## src/vcc_pkg.sv

```systemverilog
// constants for the virtual channel capability register block
// assumes a single 50 MHz clock and a synchronous active-high reset
// Function
// header at 0x100 reads 0x14010002
// header bits 31:20 hold next pointer 0x140
// header bits 19:16 hardwired version 1
// header bits 15:0 read identifier 0x0002
// capability word one at 0x104 reads zero
// extra channel count bits 2:0 zero
// low priority extra count bits 6:4 zero
// capability word two at 0x108 reads zero
// arbitration table offset bits 31:24 zero
// port control 16 bits at 0x10C, resets zero
// arbitration select bits 3:1 writable, resets zero
// read-only writes ignored, reserved bits read zero
// arbitration select stored, no behavioural effect
package vcc_pkg;

	// configuration access geometry
	localparam int unsigned VCC_ADDR_W = 12;                  // extended config space
	localparam int unsigned VCC_DATA_W = 32;                  // one dword per access

	// register byte offsets
	localparam logic [11:0] VCC_OFS_HEADER  = 12'h100;        // capability header
	localparam logic [11:0] VCC_OFS_CAP_ONE = 12'h104;        // port capability word one
	localparam logic [11:0] VCC_OFS_CAP_TWO = 12'h108;        // port capability word two
	localparam logic [11:0] VCC_OFS_CONTROL = 12'h10C;        // port control

	// header fields
	localparam logic [11:0] VCC_NEXT_CAPABILITY_POINTER = 12'h140;   // link declaration next
	localparam logic [3:0]  VCC_CAPABILITY_VERSION      = 4'h1;      // kept for newer gen
	localparam logic [15:0] VCC_EXTENDED_CAPABILITY_ID  = 16'h0002;  // channel capability
	localparam logic [31:0] VCC_HEADER_RESET            = 32'h14010002;

	// capability word fields, all zero: default channel only
	localparam logic [2:0]  VCC_EXTRA_CHANNEL_COUNT        = 3'h0;
	localparam logic [2:0]  VCC_LOW_PRIORITY_EXTRA_COUNT   = 3'h0;
	localparam logic [7:0]  VCC_ARBITRATION_TABLE_OFFSET   = 8'h00;
	localparam logic [31:0] VCC_CAP_ONE_RESET              = 32'h00000000;
	localparam logic [31:0] VCC_CAP_TWO_RESET              = 32'h00000000;

	// control word layout
	localparam int unsigned VCC_CTL_W       = 16;             // control register width
	localparam int unsigned VCC_SEL_LSB     = 1;              // arbitration select low bit
	localparam int unsigned VCC_SEL_MSB     = 3;              // arbitration select high bit
	localparam logic [15:0] VCC_CTL_RESET   = 16'h0000;
	localparam logic [2:0]  VCC_SEL_RESET   = 3'h0;

endpackage : vcc_pkg

```

## src/vcc_regs.sv

```systemverilog
// virtual channel extended capability registers of a root port
// assumes config requests come from logic on clk, one request per cycle at most
module vcc_regs
	import vcc_pkg::*;
(
	input  wire logic                  clk,           // 50 MHz system clock
	input  wire logic                  rst,           // synchronous, active high
	input  wire logic                  cfg_rd,        // read request strobe
	input  wire logic                  cfg_wr,        // write request strobe
	input  wire logic [VCC_ADDR_W-1:0] cfg_addr,      // byte address, dword aligned
	input  wire logic [VCC_DATA_W-1:0] cfg_wdata,     // write data
	input  wire logic [3:0]            cfg_be,        // write byte enables
	output logic                       cfg_ack_r,     // one-cycle answer pulse
	output logic [VCC_DATA_W-1:0]      cfg_rdata_r,   // read data, zero on writes without a read
	output logic [2:0]                 arb_select_r   // stored arbitration select
);

	// dword match; low two address bits are ignored
	function automatic logic hit(input logic [11:0] a, input logic [11:0] ofs);
		hit = (a[11:2] == ofs[11:2]);
	endfunction : hit

	// assembled read-only words
	logic [31:0] header_w;     // capability header
	logic [31:0] cap_one_w;    // port capability one
	logic [31:0] cap_two_w;    // port capability two
	logic [31:0] control_w;    // control, zero-extended
	logic [31:0] rdata_nxt;    // read mux result

	// header is pure wiring of constant fields
	assign header_w = {VCC_NEXT_CAPABILITY_POINTER,
	                   VCC_CAPABILITY_VERSION,
	                   VCC_EXTENDED_CAPABILITY_ID};

	// counts are zero: no channel beyond the default one
	assign cap_one_w = {25'h0000000, VCC_LOW_PRIORITY_EXTRA_COUNT,
	                    1'h0, VCC_EXTRA_CHANNEL_COUNT};

	// no table since priority is fixed
	assign cap_two_w = {VCC_ARBITRATION_TABLE_OFFSET, 24'h000000};

	// reserved control bits tie to zero; upper half is outside the register
	assign control_w = {16'h0000, 12'h000, arb_select_r, 1'h0};    // see

	// read mux; unmapped offsets answer zero
	always_comb begin
		if (hit(cfg_addr, VCC_OFS_HEADER)) begin
			rdata_nxt = header_w;
		end else if (hit(cfg_addr, VCC_OFS_CAP_ONE)) begin
			rdata_nxt = cap_one_w;
		end else if (hit(cfg_addr, VCC_OFS_CAP_TWO)) begin
			rdata_nxt = cap_two_w;
		end else if (hit(cfg_addr, VCC_OFS_CONTROL)) begin
			rdata_nxt = control_w;
		end else begin
			rdata_nxt = 32'h00000000;
		end
	end

	// arbitration select: only lane 0 carries it, other writes fall away
	// value is kept for software only; nothing downstream arbitrates on it
	always_ff @(posedge clk) begin
		if (rst) begin
			arb_select_r <= VCC_SEL_RESET;
		end else if (cfg_wr && cfg_be[0] && hit(cfg_addr, VCC_OFS_CONTROL)) begin
			arb_select_r <= cfg_wdata[VCC_SEL_MSB:VCC_SEL_LSB]; // see
		end
	end

	// answer one cycle after any request; a write without a read answers with zero data
	always_ff @(posedge clk) begin
		if (rst) begin
			cfg_ack_r   <= 1'b0;
			cfg_rdata_r <= 32'h00000000;
		end else begin
			cfg_ack_r   <= cfg_rd | cfg_wr;
			cfg_rdata_r <= cfg_rd ? rdata_nxt : 32'h00000000;
		end
	end

	// helper decodes; the read ones registered so a check lines up with the answer cycle, wr_sel left combinational
	logic rd_hdr_r;    // header read taken last cycle
	logic rd_one_r;    // capability one read taken last cycle
	logic rd_two_r;    // capability two read taken last cycle
	logic rd_ctl_r;    // control read taken last cycle
	logic rd_none_r;   // unmapped read taken last cycle
	logic wr_sel;      // write that reaches the select field this cycle

	// a write only lands with lane 0 enabled at the control dword
	assign wr_sel = cfg_wr && cfg_be[0] && hit(cfg_addr, VCC_OFS_CONTROL);

	// header read tracker
	always_ff @(posedge clk) begin
		if (rst) begin
			rd_hdr_r <= 1'b0;
		end else begin
			rd_hdr_r <= cfg_rd && hit(cfg_addr, VCC_OFS_HEADER);
		end
	end

	// capability one read tracker
	always_ff @(posedge clk) begin
		if (rst) begin
			rd_one_r <= 1'b0;
		end else begin
			rd_one_r <= cfg_rd && hit(cfg_addr, VCC_OFS_CAP_ONE);
		end
	end

	// capability two read tracker
	always_ff @(posedge clk) begin
		if (rst) begin
			rd_two_r <= 1'b0;
		end else begin
			rd_two_r <= cfg_rd && hit(cfg_addr, VCC_OFS_CAP_TWO);
		end
	end

	// control read tracker
	always_ff @(posedge clk) begin
		if (rst) begin
			rd_ctl_r <= 1'b0;
		end else begin
			rd_ctl_r <= cfg_rd && hit(cfg_addr, VCC_OFS_CONTROL);
		end
	end

	// unmapped read tracker; anything outside the four dwords
	always_ff @(posedge clk) begin
		if (rst) begin
			rd_none_r <= 1'b0;
		end else begin
			rd_none_r <= cfg_rd && !hit(cfg_addr, VCC_OFS_HEADER)
			             && !hit(cfg_addr, VCC_OFS_CAP_ONE)
			             && !hit(cfg_addr, VCC_OFS_CAP_TWO)
			             && !hit(cfg_addr, VCC_OFS_CONTROL);
		end
	end
endmodule : vcc_regs

```

## config.mk

```make
export PLATFORM = sky130hd
export DESIGN_NAME = vcc_regs
export DESIGN_NICKNAME = d
export VERILOG_FILES = /design/src/vcc_pkg.sv /design/src/vcc_regs.sv
export SDC_FILE = /design/constraint.sdc
export NUM_CORES = 1
export LEC_CHECK = 0
export BUFFER_PORTS_ARGS = -buffer_cell sky130_fd_sc_hd__clkbuf_2
export CORE_UTILIZATION = 30
export CTS_CLUSTER_SIZE = 10
export DETAILED_ROUTE_END_ITERATION = 10
export PLACE_DENSITY_LB_ADDON = 0.25
export RECOVER_POWER = 50
export REMOVE_ABC_BUFFERS = 1
export SLEW_MARGIN = 20
export SYNTH_ARGS = -nofsm -noshare
export SYNTH_HDL_FRONTEND = slang
export SYNTH_SLANG_ARGS = --single-unit
```

## constraint.sdc

```tcl
create_clock -name clk -period 2.87 [get_ports clk]
set_input_delay 0.7175 -clock clk [delete_from_list [all_inputs] [get_ports clk]]
set_output_delay 0.7175 -clock clk [all_outputs]
set_load 0.03 [all_outputs]
```

==> flow_results.org <==
** STA
- Final Hold Fails :: 0
- Number of setup violations in the final report :: 0
- Aggregate negative setup slack :: 0 ns
- Slew Viols, Final :: 0
- Fmax :: 584 MHz
- On the final layout, the worst clock skew is 0.00477 ns.
- RSZ-0062 raised after global routing :: false
- In the finished design, the share of the clock period the worst path needs comes to 59.7%.
- Across all setup checks in the final design, the least slack found is 1.16 ns.
- The worst path needs 1.71 ns of the cycle, external delays included.

** Status
- The run finished with clean final reports.

** Yosys
- Xor-xnor portion of the synthesized cell area :: 0%
- Synthesis inferred 8 register bits.
- Most area-hungry cell type in the Yosys netlist :: buf_4
- Sequential cells were found to cover 28.2% of the synthesized design area.
- In this run the cell area of the synthesized design comes to 568 µm².
- Most common cell in the synthesized netlist :: buf_4
- Summed over its instances, the top area cell type makes up 37.0% of the synthesized netlist area.
- In this run, synthesis inferred 0 flip-flops with an integrated enable.
- In this run the mean area of a mapped cell was 9.63 µm².
- Summing the areas of all and, or, nand and nor instances in the mapped netlist gives 28.0% of the synthesized area.
- Asr flop ratio synth :: 0%
- After synthesis, the cell types taking the most area are buf_4, dfxtp_1, nand2b_1.
- Combinational family with the most area after synthesis :: buffers and inverters
- Synthesis produced 59 cells.
- In the synthesized netlist, mux cells make up 5.29% of the area.
- Synth top cells by count :: buf_4, dfxtp_1, nand2b_1
- The synthesized netlist devotes 0.881% of its cell area to compound gates.
- After Yosys synthesis, full adders, half adders and majority gates account for 0% of the synthesized area.
- Number of distinct library cells after synthesis :: 16
- Ys flop type :: dfxtp_1
- During synthesis, Yosys emitted a total of 0 warnings.

** Placed design
- Post-detailed-placement cell area :: 618 µm²
- Port bufs :: 27
- The congestion estimate from routability-driven global placement came to 0.692.
- Once detailed placement completed, the half-perimeter wirelength came to 681 µm.
- Pre-CTS worst setup slack :: 0.902 ns

** Critical path
- Critical Path Fanout Max :: 4
- CP max-delay cell :: or4_4
- Required time of the critical path :: 3.05 ns
- Buffers plus inverters on the worst setup path :: 1
- Family with the most delay on the worst path :: simple AND/OR/NAND/NOR gates
- STA classifies the critical path endpoint as a register.
- For this run, the slowest stage of the critical path takes 0.56 ns.
- Startpoint types :: input port
- Worst-path cell chain :: clkbuf_2 -> or4_4 -> nor4b_4 -> and4_1
- Data arrives at the worst endpoint at 1.89 ns.
- Worst Path Class, Setup :: input port to register

** Floorplan
- Vertical die dimension :: 45.5 µm
- IO Pins :: 88
- The die is 45.5 µm wide.
- Starting density of the core :: 32.5%
- The core region is 1750 µm².
- After floorplanning, the core was divided into 15 placement rows.
- Overall die area :: 2070 µm²

** Power
- Total power draw :: 262 µW
- Summed over all cells, the static leakage comes to 0.315 nW.
- IR analysis of the VDD net gives a maximum drop of 0.123 mV.
- Pwr Density :: 416 nW/µm²

** CTS
- The root buffer cell chosen for the clock tree is clkbuf_4.
- The number of clock buffers added by TritonCTS is 3.
- After clock tree synthesis, the setup repair step added 0 buffers.
- Buffer depth of the longest clock path :: 2
- The tree built by TritonCTS fans out to 8 sinks.
- For the worst-skew pair, the clock arrives at the later sink with an insertion delay of 0.24 ns.
- CTS built an H-tree with a depth of 1.
- The number of gates resized after CTS was 0.
- Clock tree from TritonCTS :: done
- Clock-pin slew was measured on the worst setup and hold paths at 0.05 ns.
- The number of hold buffers added after CTS was 0.

** Worst hold path
- Type of the worst min-delay path :: register to register

** Global routing
- Tot GR Track Use :: 7.55%
- The initial antenna violation count was 0.
- Met2 track demand over resource :: 12.0%
- Total gr overflow :: 0
- Met1 global-route usage :: 8.39%
- Entering global routing, the biggest net connects 9 pins.
- Number of global-route vias before repair :: 279
- Met3 capacity usage during global routing :: 3.57%
- The first global-routing pass estimated 1100 µm of wire.
- Global-route layer with the greatest usage :: met2

** Drt
- Initial DRC count :: 1
- DRC violations left :: 0
- The pre-antenna-repair detailed-routing pass consisted of 2 iterations.
- Across all layers, the routed design uses 410 vias.
- After detailed routing, the total wire length is 789 µm.
- Per-cell via count in the routed design :: 3.69
- Average wire per cell in the routed design :: 7.11 µm
- In this run the remaining antenna-violating nets after routing total 0.

** Final layout
- Final-stage net count :: 140
- Layout-stage area growth over the synthesis result :: 10.8%
- Share of layout cells above drive strength 1 :: 31.4%
- Once layout is done, the placed cells without fillers occupy 629 µm².
- 0 antenna diodes ended up in the layout.

** Job
- The tool flagged a number of max-cap violations equal to 0.
flip-flops by register name, summed over array words and instances (netlist names):
register / cells
cfg_rdata_r: 4
arb_select_r: 3
cfg_ack_r: 1
routing by layer:
metal	vias to the layer above	routed length, µm	part of all wire (%)
met4	0	0	0
met1	173	303	38
met2	37	346	44
li1	200	-	-
met3	0	138	17
met5	-	0	0
cell families (layout without fill, tap and decap cells):
| kind of cell | after synthesis | in the layout |
|---|---|---|
| buffers and inverters | 28 | 30 |
| AND/OR/NAND/NOR | 18 | 18 |
| flip-flops | 8 | 8 |
| multiplexers | 3 | 3 |
| other | 1 | 26 |
| AO/OA/AOI/OAI | 1 | 1 |
per-stage QoR:
stage          hold WS [ns]  std cells  util, %
5_1_grt               0.523        111     36.1
4_1_cts               0.496        111     36.7
3_5_place_dp          0.478        108     35.4
6_report              0.490        111     36.1
3_3_place_gp          0.478        108     35.4
2_1_floorplan         0.603         56        -
report_power, final:
group	internal (mW)	total (mW)	switching, mW	leakage, nW
Combinational	0.0125	0.0686	0.0561	0.236
Sequential	0.112	0.112	0.000200	0.0648
Clock	0.0475	0.0809	0.0334	0.0138
Total	0.172	0.262	0.0896	0.315
layout make-up:
class / instances / area [µm²]
Fill cell: 190 / 1120
Sequential cell: 8 / 160
Clock buffer: 3 / 22.5
Timing Repair Buffer: 27 / 124
Tap cell: 25 / 31.3
Multi-Input combinational cell: 48 / 292
cell usage in the layout, fill, tap and decap left out:
cell,n
or4_4,1
conb_1,26
clkbuf_4,3
nor2_1,2
o21ai_0,1
nand4_1,1
clkbuf_1,9
nor3b_2,1
mux2i_1,3
or4b_4,1
nor3_4,1
nor4b_4,1
and4_1,2
nand3_1,1
clkbuf_2,18
and2_2,1
nand2b_1,6
dfxtp_1,8
tightest hold or removal path, stage by stage, from the launching register on:
cell and delay [ns]:
dfxtp_1 0.32, nand2b_1 0.07, mux2i_1 0.06
final timing paths:
kind                                      start              end  slack, ns  cells past startpoint
worst max-delay path                cfg_addr[5]   cfg_rdata_r[2]       1.16                      4
worst max register to register  arb_select_r[0]   cfg_rdata_r[1]       2.13                      3
worst min register to register  arb_select_r[1]  arb_select_r[1]       0.49                      2
worst min-delay path            arb_select_r[1]  arb_select_r[1]       0.49                      2
Power figures use the tool's default switching activity.
